File: src/verilog/adc_port_regs.svh
// Timing counts, widths and reset values of the converter serial port
`ifndef ADC_PORT_REGS_SVH
`define ADC_PORT_REGS_SVH

// Word framing
`define WORD_BITS 5'h10
`define LAST_BIT 5'h0f
`define WORD_RST 16'h0000
`define CNT_RST 5'h00

// Frame sync lead after convert start, in master clock periods
`define SYNC_LEAD_LAST 5'h02
// Conversion length in the slave modes, in master clock periods
`define CONV_LAST 5'h12

// Power-up calibration: time in ms at a master clock in kHz
`define CAL_TIME_MS 42
`define MCLK_KHZ 6000
`define CAL_MCLKS (`CAL_TIME_MS * `MCLK_KHZ)

// Pin sampler reset: frame sync and convert start idle high
`define PINS_RST 8'h28

// Write word buffer
`define FIFO_WIDTH 16
`define FIFO_DEPTH 16

`endif

File: src/verilog/adc_port_pkg.sv
// Types shared by the converter serial port
`default_nettype none

package adc_port_pkg;

  typedef enum logic [1:0] {
    MODE_THREE_WIRE = 2'b00,
    MODE_EDGE_SLAVE = 2'b01,
    MODE_GATED = 2'b10,
    MODE_FREE = 2'b11
  } port_mode_type;

  typedef enum logic [2:0] {
    ST_IDLE = 3'b000,
    ST_ARM = 3'b001,
    ST_LEAD = 3'b010,
    ST_FRAME = 3'b011,
    ST_CONV = 3'b100
  } conv_state_type;

  typedef struct packed {
    logic mclk;
    logic sclk;
    logic sync;
    logic din;
    logic convert_start_n_n;
    logic pol;
    logic [1:0] msel;
  } pins_type;

endpackage : adc_port_pkg

`default_nettype wire

File: src/verilog/adc_serial_port.sv
// Serial port of a sampling converter with its write word buffer
//
// Function
// Edge slave: frame starts at sync fall, 16 bits
// Host sync high pulse may be brief
// Output floats while sync high, launches on falls
// Input sampled on bit clock rising edges
// Polarity input swaps capture and launch edges
// Sync high then low restarts bit framing
// Master modes drive clock and sync, stopped in calibration
// Free mode passes master clock, gated mode gates
// Current result shifted out during its conversion
// Convert start fall begins conversion, raises busy
// Sync falls three master clocks after start rise
// After 16 bits sync high, busy low
// Host waits acquisition time before next start
// Sync falls only after a bit clock rise
// Master launches at sync fall then on rises
// Sync rises after sixteenth rise, no extra bit
// Software start bit starts conversion and frame; in slave modes it starts only the conversion
// Software start in master modes locks out writes; two-wire writes ignore the lockout
// Power-up calibration counts master clock periods
// Two-wire mode only by select bit
// All-zero write words change nothing
// Host avoids software start in master modes
// Mode pins select interface mode
// Every transfer is one 16-bit word
// Bit counter saturates at 16 until next frame
`include "adc_port_regs.svh"
`default_nettype none

////////////////////////////////////////////////////////////////////////////////

module word_fifo #(
  parameter int WIDTH = `FIFO_WIDTH,
  parameter int DEPTH = `FIFO_DEPTH
) (
  // Clock and reset
  input wire logic clk,
  input wire logic resetn,
  // Filling side
  input wire logic in_valid,
  input wire logic [WIDTH-1:0] in_data,
  output logic in_ready,
  // Draining side
  output logic out_valid,
  output logic [WIDTH-1:0] out_data,
  input wire logic out_ready
);
  localparam int AW = $clog2(DEPTH);

  if (WIDTH < 1 || DEPTH < 2 || (1 << AW) != DEPTH) begin : bad_shape
    $error("word_fifo: depth must be a power of two, at least 2");
  end

  logic [WIDTH-1:0] mem [DEPTH];
  logic [AW-1:0] wr_ptr;
  logic [AW-1:0] rd_ptr;
  logic [AW:0] count;

  // The output stage is a register so the draining port sees flip-flops
  wire push = in_valid && in_ready;
  wire stage_free = !out_valid || out_ready;
  wire pop = stage_free && (count != '0);

  // The output stage counts as one of the DEPTH words
  assign in_ready = ((AW+1)'(out_valid) + count) != (AW+1)'(DEPTH);

  always_ff @(posedge clk) begin
    if (push) begin
      mem[wr_ptr] <= in_data;
    end
  end

  always_ff @(posedge clk or negedge resetn) begin
    if (!resetn) begin
      wr_ptr <= '0;
      rd_ptr <= '0;
      count <= '0;
      out_valid <= 1'b0;
      out_data <= '0;
    end else begin
      if (push) begin
        wr_ptr <= wr_ptr + 1'b1;
      end
      if (pop) begin
        rd_ptr <= rd_ptr + 1'b1;
        out_data <= mem[rd_ptr];
      end
      if (stage_free) begin
        out_valid <= pop;
      end
      count <= count + (AW+1)'(push) - (AW+1)'(pop);
    end
  end
endmodule : word_fifo

////////////////////////////////////////////////////////////////////////////////

module adc_serial_port import adc_port_pkg::*; #(
  parameter int unsigned CAL_MCLKS = `CAL_MCLKS,
  parameter int FIFO_DEPTH = `FIFO_DEPTH
) (
  // Clock and reset
  input wire logic sys_clk,
  input wire logic resetn,
  // Master clock, start pin and strapping pins
  input wire logic master_clock_input,
  input wire logic convert_start_n,
  input wire logic mode_select_hi,
  input wire logic mode_select_lo,
  input wire logic polarity,
  // Control bits
  input wire logic sw_convert_start,
  input wire logic two_wire_select,
  // Serial link
  input wire logic sclk_in,
  output logic sclk_out,
  output logic sclk_oe,
  input wire logic sync_in,
  output logic sync_out,
  output logic sync_oe,
  input wire logic din_in,
  output logic din_out,
  output logic din_oe,
  output logic dout,
  output logic dout_oe,
  // Converter core
  input wire logic [15:0] result_word,
  output logic busy,
  output logic calibrating,
  output logic locked_out,
  // Received write words
  output logic wr_valid,
  output logic [15:0] wr_data,
  input wire logic wr_ready
);
  localparam int CAL_W = $clog2(CAL_MCLKS + 1);

  if (CAL_MCLKS < 1) begin : bad_cal
    $error("adc_serial_port: calibration count must be at least 1");
  end

  function automatic logic edge_up(input logic cur, input logic prev);
    return cur && !prev;
  endfunction : edge_up

  //////////////////////////////////////////////////////////////////////////////
  // Pin sampling: stage one feeds only stage two

  pins_type pin_raw;
  pins_type pin_s1;
  pins_type pin_s2;
  pins_type pin_d;

  assign pin_raw = {master_clock_input, sclk_in, sync_in, din_in,
                    convert_start_n, polarity, mode_select_hi, mode_select_lo};

  always_ff @(posedge sys_clk or negedge resetn) begin
    if (!resetn) begin
      pin_s1 <= `PINS_RST;
      pin_s2 <= `PINS_RST;
      pin_d <= `PINS_RST;
    end else begin
      pin_s1 <= pin_raw;
      pin_s2 <= pin_s1;
      pin_d <= pin_s2;
    end
  end

  //////////////////////////////////////////////////////////////////////////////
  // Decoding

  wire port_mode_type mode = port_mode_type'(pin_s2.msel);
  wire is_master = mode[1];
  wire two_wire = (mode == MODE_THREE_WIRE) && two_wire_select;
  wire pol = pin_s2.pol;

  wire mclk_rise = edge_up(pin_s2.mclk, pin_d.mclk);
  wire mclk_fall = edge_up(pin_d.mclk, pin_s2.mclk);
  wire sclk_rise = edge_up(pin_s2.sclk, pin_d.sclk);
  wire sclk_fall = edge_up(pin_d.sclk, pin_s2.sclk);
  wire sync_fall = edge_up(pin_d.sync, pin_s2.sync);
  wire convert_start_n_fall = edge_up(pin_d.convert_start_n_n, pin_s2.convert_start_n_n);
  wire convert_start_n_rise = edge_up(pin_s2.convert_start_n_n, pin_d.convert_start_n_n);

  // Master mode bit clock follows the master clock, so its edges are ours
  wire m_cap = pol ? mclk_fall : mclk_rise; // see
  wire s_cap = pol ? sclk_fall : sclk_rise; // see
  wire s_launch = pol ? sclk_rise : sclk_fall; // see
  wire cap_ev = is_master ? m_cap : s_cap;
  wire launch_ev = is_master ? m_cap : s_launch;

  //////////////////////////////////////////////////////////////////////////////
  // Conversion control

  conv_state_type state;
  conv_state_type next_state;
  logic [4:0] mcnt;
  logic [4:0] next_mcnt;
  logic [CAL_W-1:0] cal_cnt;
  logic sw_run;
  logic fifo_in_ready;
  logic active;
  logic rd_phase;
  logic [4:0] cnt;

  // A full buffer refuses new conversions, but a host-framed slave frame drops its word
  wire can_start = (state == ST_IDLE) && !calibrating && fifo_in_ready;
  wire sw_go = sw_convert_start && !locked_out;
  wire start_req = (convert_start_n_fall || sw_go) && can_start; // see
  wire lead_done = (state == ST_LEAD) && mclk_rise
                   && (mcnt == `SYNC_LEAD_LAST); // see
  wire conv_done = (state == ST_CONV) && mclk_rise && (mcnt == `CONV_LAST);
  wire frame_last = active && cap_ev && !rd_phase && (cnt == `LAST_BIT);
  wire master_end = (state == ST_FRAME) && frame_last; // see

  always_comb begin
    next_state = state;
    case (state)
      ST_IDLE: begin
        if (start_req && !is_master) begin
          next_state = ST_CONV;
        end else if (start_req && sw_go && !convert_start_n_fall) begin
          next_state = ST_LEAD;
        end else if (start_req) begin
          next_state = ST_ARM;
        end
      end
      ST_ARM: begin
        if (convert_start_n_rise) begin
          next_state = ST_LEAD;
        end
      end
      ST_LEAD: begin
        if (lead_done) begin
          next_state = ST_FRAME;
        end
      end
      ST_FRAME: begin
        if (master_end) begin
          next_state = ST_IDLE;
        end
      end
      ST_CONV: begin
        if (conv_done) begin
          next_state = ST_IDLE;
        end
      end
      default: begin
        next_state = ST_IDLE;
      end
    endcase
  end

  assign next_mcnt = (next_state != state) ? `CNT_RST
                     : mclk_rise ? mcnt + 5'h01 : mcnt;

  always_ff @(posedge sys_clk or negedge resetn) begin
    if (!resetn) begin
      state <= ST_IDLE;
      mcnt <= `CNT_RST;
    end else begin
      state <= next_state;
      mcnt <= next_mcnt;
    end
  end

  always_ff @(posedge sys_clk or negedge resetn) begin
    if (!resetn) begin
      busy <= 1'b0;
      sw_run <= 1'b0;
    end else begin
      busy <= start_req || (busy && !master_end && !conv_done);
      sw_run <= start_req ? !convert_start_n_fall : sw_run;
    end
  end

  // Lockout set wins over a clear arriving in the same cycle
  always_ff @(posedge sys_clk or negedge resetn) begin
    if (!resetn) begin
      locked_out <= 1'b0;
    end else begin
      locked_out <= (master_end && sw_run)
                    || (locked_out && !convert_start_n_fall && !convert_start_n_rise);
    end
  end

  // Calibration needs the master clock running after reset
  always_ff @(posedge sys_clk or negedge resetn) begin
    if (!resetn) begin
      calibrating <= 1'b1;
      cal_cnt <= '0;
    end else if (calibrating && mclk_rise) begin
      cal_cnt <= cal_cnt + 1'b1;
      calibrating <= (cal_cnt != CAL_W'(CAL_MCLKS - 1));
    end
  end

  //////////////////////////////////////////////////////////////////////////////
  // Clock and frame sync outputs

  always_ff @(posedge sys_clk or negedge resetn) begin
    if (!resetn) begin
      sclk_out <= 1'b0;
      sclk_oe <= 1'b0;
      sync_out <= 1'b1;
      sync_oe <= 1'b0;
    end else begin
      sclk_out <= is_master && !calibrating && pin_s2.mclk
                  && (mode == MODE_FREE || !sync_out); // see
      sclk_oe <= is_master;
      sync_out <= !lead_done && (sync_out || master_end || !is_master);
      sync_oe <= is_master;
    end
  end

  //////////////////////////////////////////////////////////////////////////////
  // Shift engine

  logic [15:0] tx_sh;
  logic [15:0] rx_sh;
  logic [15:0] next_tx;
  logic [15:0] next_rx;
  logic [4:0] next_cnt;
  logic next_active;
  logic next_rd;

  wire frame_start = is_master ? lead_done : sync_fall; // see
  wire frame_abort = (!is_master && pin_s2.sync) || master_end;
  wire shift_ev = launch_ev && (is_master ? (cnt < `LAST_BIT)
                  : (cnt != `CNT_RST && cnt < `WORD_BITS));
  wire [15:0] word_in = {rx_sh[14:0], pin_s2.din};
  wire push_ok = frame_last && !two_wire && word_in != `WORD_RST
                 && !locked_out; // see
  wire push_2w = frame_last && two_wire && word_in != `WORD_RST;

  always_comb begin
    next_active = active;
    next_cnt = cnt;
    next_rd = rd_phase;
    next_tx = tx_sh;
    next_rx = rx_sh;
    if (frame_start) begin
      next_active = 1'b1;
      next_cnt = `CNT_RST;
      next_rd = 1'b0;
      next_tx = result_word;
    end else if (frame_abort) begin
      next_active = 1'b0;
    end else if (active) begin
      if (shift_ev) begin
        next_tx = {tx_sh[14:0], 1'b0};
      end
      if (cap_ev && cnt != `WORD_BITS) begin
        next_rx = word_in;
        next_cnt = cnt + 5'h01;
      end
      if (frame_last && two_wire) begin
        next_rd = 1'b1;
        next_cnt = `CNT_RST;
        next_tx = result_word;
      end
    end
  end

  always_ff @(posedge sys_clk or negedge resetn) begin
    if (!resetn) begin
      active <= 1'b0;
      cnt <= `CNT_RST;
      rd_phase <= 1'b0;
      tx_sh <= `WORD_RST;
      rx_sh <= `WORD_RST;
    end else begin
      active <= next_active;
      cnt <= next_cnt;
      rd_phase <= next_rd;
      tx_sh <= next_tx;
      rx_sh <= next_rx;
    end
  end

  // Two-wire mode turns the input line around for the read half
  always_ff @(posedge sys_clk or negedge resetn) begin
    if (!resetn) begin
      dout <= 1'b0;
      dout_oe <= 1'b0;
      din_out <= 1'b0;
      din_oe <= 1'b0;
    end else begin
      dout <= next_tx[15];
      dout_oe <= next_active && !two_wire;
      din_out <= next_tx[15];
      din_oe <= next_active && next_rd && next_cnt != `WORD_BITS;
    end
  end

  word_fifo #(.WIDTH(16), .DEPTH(FIFO_DEPTH)) write_buf (
    .clk(sys_clk),
    .resetn(resetn),
    .in_valid(push_ok || push_2w),
    .in_data(word_in),
    .in_ready(fifo_in_ready),
    .out_valid(wr_valid),
    .out_data(wr_data),
    .out_ready(wr_ready)
  );
endmodule : adc_serial_port

`default_nettype wire

File: config.mk
export PLATFORM = sky130hd
export DESIGN_NAME = adc_serial_port
export DESIGN_NICKNAME = d
export VERILOG_FILES = /design/src/verilog/adc_port_pkg.sv /design/src/verilog/adc_serial_port.sv
export VERILOG_INCLUDE_DIRS = /design/src /design/src/verilog
export SDC_FILE = /design/constraint.sdc
export NUM_CORES = 1
export LEC_CHECK = 0
export BUFFER_PORTS_ARGS = -buffer_cell sky130_fd_sc_hd__buf_4
export CAP_MARGIN = 30
export CORE_UTILIZATION = 30
export CTS_CLUSTER_SIZE = 8
export DETAILED_ROUTE_END_ITERATION = 10
export PLACE_DENSITY = 0.48
export SLEW_MARGIN = 20
export SYNTH_ARGS = -nofsm -noshare
export SYNTH_HDL_FRONTEND = slang
export SYNTH_SLANG_ARGS = --single-unit
File: constraint.sdc
create_clock -name sys_clk -period 9 [get_ports sys_clk]
set_input_delay 0.45 -clock sys_clk [delete_from_list [all_inputs] [get_ports sys_clk]]
set_output_delay 0.45 -clock sys_clk [all_outputs]
set_load 0.01 [all_outputs]
==> flow_summary.yaml <==
status:
  status: "finished clean"
routing:
  drt.antenna.violating_nets: 0
  avgRoutedWirePerCell_um: 20.1
  vias: 7720
  wl_mm: 33.3
  drtIter0Drc: 392
  via_per_inst: 4.67
  dr.pass1.iters: 4
  drc: 0
cts:
  cts_resized: 0
  ctsHoldBuffers: 9
  clkLatencyLatePin_ns: 0.58
  cts_max_path_buffers: 3
  cts_sinks: 379
  cts-root-buf: "clkbuf_16"
  post_cts_buffers: 0
  htree_levels: 2
  cts_tree: "built"
  cts_buffers: 53
  cts.clk_slew.worst_paths_ns: 0.06
setup_path:
  start_kind: "flip-flop"
  critPathKind: "flip-flop to flip-flop"
  required_ns: 9.19
  worstPathArrival_ns: 3.52
  cp_max_fo: 20
  crit_start: "mode[1]"
  reg2reg_from: "mode[1]"
  critPathCaptureType: "flip-flop"
placement:
  globalplace.congestion: 0.758
  place_hpwl_mm: 20.2
  portBuffers: 56
  placed_cell_area_um2: 16700
  dpl_worst_slack_ns: 5.67
timing:
  whs_ns: 0.0737
  fin_tns_setup_ns: 0
  finalHoldViolCount: 0
  setup_slack_ns: 5.67
  setup_violations: 0
  rsz0062_at_grt: "no"
  worst_slew_pin_slew_ns: 0.950
  fmax_ghz: 0.300
  fin_crit_ns: 3.33
  drv_slew: 0
  post-route-period-util: 0.370
  clock_skew_ns: 0.0192
  slew_headroom: 0.367
final_layout:
  area_delta_synth_final_pct: 18.9
  fin_area_um2: 18400
  fin_nets: 991
  diodes: 0
  n_fill_cell: 4690
  drive_gt1_frac: 0.308
pwr:
  p_sw_frac: 0.266
  internal_power_uw: 3660
  comb_power_share: 0.191
  leakagePower_uw: 0.00664
  pwr-share-clk: 0.368
  power_density_nw_per_um2: 271
  p_switching_uw: 1330
  ir_drop_v: 0.000191
  power_frac_seq: 0.441
global_route:
  overflow: 0
  grt_pass1_wl_mm: 52.5
  first_global_vias: 8471
  gr-usage-all-layers: 0.132
  grt_max_degree: 72
  grt_antenna_before_repair: 1
synth:
  synth_fa_ha_area_frac: 0.0183
  ys_seq_area_frac: 0.696
  synthSimpleGateAreaFrac: 0.0545
  synth-xor-area-share: 0.0187
  yosysWarnings: 0
  synth-edff-count: 256
  synth_cells: 839
  synth-seq-cells: 379
  synth_nets: 890
  synth_cell_types: 67
  synth_top_cell_by_area: "edfxtp_1"
  synth_top_family_by_area: "multiplexers"
  yosysTopAreaCellShare: 0.496
  synth-compound-area-share: 0.0287
  syn_area_per_cell_um2: 18.5
  syn-cell-area_um2: 15500
  synthFlopType: "edfxtp_1"
  synth.mux.area_fraction: 0.165
  ys_top_cells_by_area: "edfxtp_1, dfrtp_1, mux4_2"
  ys_async_sr_fraction: 0.325
die:
  die_x_um: 229
  coreArea_um2: 50600
  ios: 57
  core.rowCount: 82
  start_util: 0.306
  die_y_um: 229
  die-area_um2: 52500
run:
  drv_cap: 0
min_path:
  hold_start: "wr_ready"
  hold_path_class: "input pin to flip-flop"
## per-stage QoR
step,util,power (uW),std cells
2_1_floorplan,-,2870,839
3_3_place_gp,0.329,3180,1541
3_5_place_dp,0.331,3210,1545
4_1_cts,0.363,5070,1651
5_1_grt,0.364,5250,1654
6_report,0.364,4990,1654
## synth_stat cells (all sizes together), types with 3 or more instances
cell,n
buf,23
o21ai,10
mux4,80
nor3b,9
nand3,10
and3,8
xor2,11
nor2,29
nor4,6
edfxtp,256
and2,15
mux2,63
dfrtp,115
nand3b,3
ha,21
nand4,14
nand2,23
a21oi,12
a31o,3
clkbuf,13
dfstp,8
a31oi,9
xnor2,22
nand2b,5
nor2b,7
inv,25
a41oi,3
## logic make-up after synthesis
logic type,after synthesis
flops,379
simple gates,144
mux,143
buf+inv,61
compound gates,57
xor+xnor,33
fa+ha+maj,22
## metal layers
metal  GRT usage  vias to the layer above  wire length (um)  part of all wire
li1            -                     3500                 -                 -
met1       0.175                     4009             15200              0.46
met2       0.215                      149             15900              0.48
met3      0.0298                       62              1300             0.039
met4      0.0419                        0               912             0.027
met5           0                        -                 0                 0
## critical path, stage by stage, from the launching register on
cell and delay [ns]:
dfrtp_1 0.73, and4bb_1 0.30, a31oi_1 0.09, a21oi_1 0.26, and4_1 0.43, nor3b_1 0.35
and2_1 0.78
## power by group through the flow
| stage | clock (uW) | combinational, uW | sequential, uW |
|---|---|---|---|
| after floorplan | 0 | 725 | 2140 |
| after global placement | 0 | 924 | 2250 |
| after detailed placement | 0 | 968 | 2240 |
| after CTS | 1890 | 973 | 2210 |
| after global routing | 1970 | 1050 | 2230 |
| final | 1840 | 956 | 2200 |
## state kept, by name, summed over array words and instances (netlist names), 2 cells and up
| register | count |
|---|---|
| pin_d | 4 |
| pin_s1 | 8 |
| mode | 2 |
| tx_sh | 15 |
| mcnt | 5 |
| write_buf.count | 5 |
| pin_s2 | 5 |
| rx_sh | 15 |
| write_buf.rd_ptr | 4 |
| write_buf.out_data | 16 |
| write_buf.wr_ptr | 4 |
| cal_cnt | 18 |
| state | 3 |
| cnt | 5 |
| write_buf.mem | 256 |
## final cells by class
class                   count  area [um2]  area share
flip-flops and latches    379       10800       0.585
multi-input cells         399        4450       0.242
inverters                  25        93.8     0.00510
repair buffers             82         724      0.0393
clock buffers              95        1510      0.0817
clock inverters             2        21.3     0.00116
well taps                 672         841      0.0457
## cell usage in the layout (no fill, tap or decap), drive strengths merged, types with 6 or more instances in the layout
master / netlist / layout
edfxtp: 256 / 256
dfrtp: 115 / 115
clkbuf: 13 / 95
mux4: 80 / 80
buf: 23 / 73
mux2: 63 / 63
nor2: 29 / 29
inv: 25 / 25
nand2: 23 / 23
xnor2: 22 / 22
ha: 21 / 21
and2: 15 / 15
nand4: 14 / 14
a21oi: 12 / 12
xor2: 11 / 11
nand3: 10 / 10
o21ai: 10 / 10
a31oi: 9 / 9
dlygate4sd3: 0 / 9
nor3b: 9 / 9
and3: 8 / 8
dfstp: 8 / 8
nor2b: 7 / 7
nor4: 6 / 6
## worst paths after layout
check | end | slack (ns) | cells past startpoint
worst max-delay path | write_buf.mem[0][13] | 5.67 | 6
worst min-delay path | write_buf.out_valid | 0.07 | 2
worst max register to register | write_buf.mem[0][13] | 5.67 | 6
worst min register to register | mode[1] | 0.34 | 0
max in group asynchronous | cnt[1] | 7.27 | 3
min in group asynchronous | tx_sh[10] | 0.49 | 2
(Power assumes the default switching activity.)
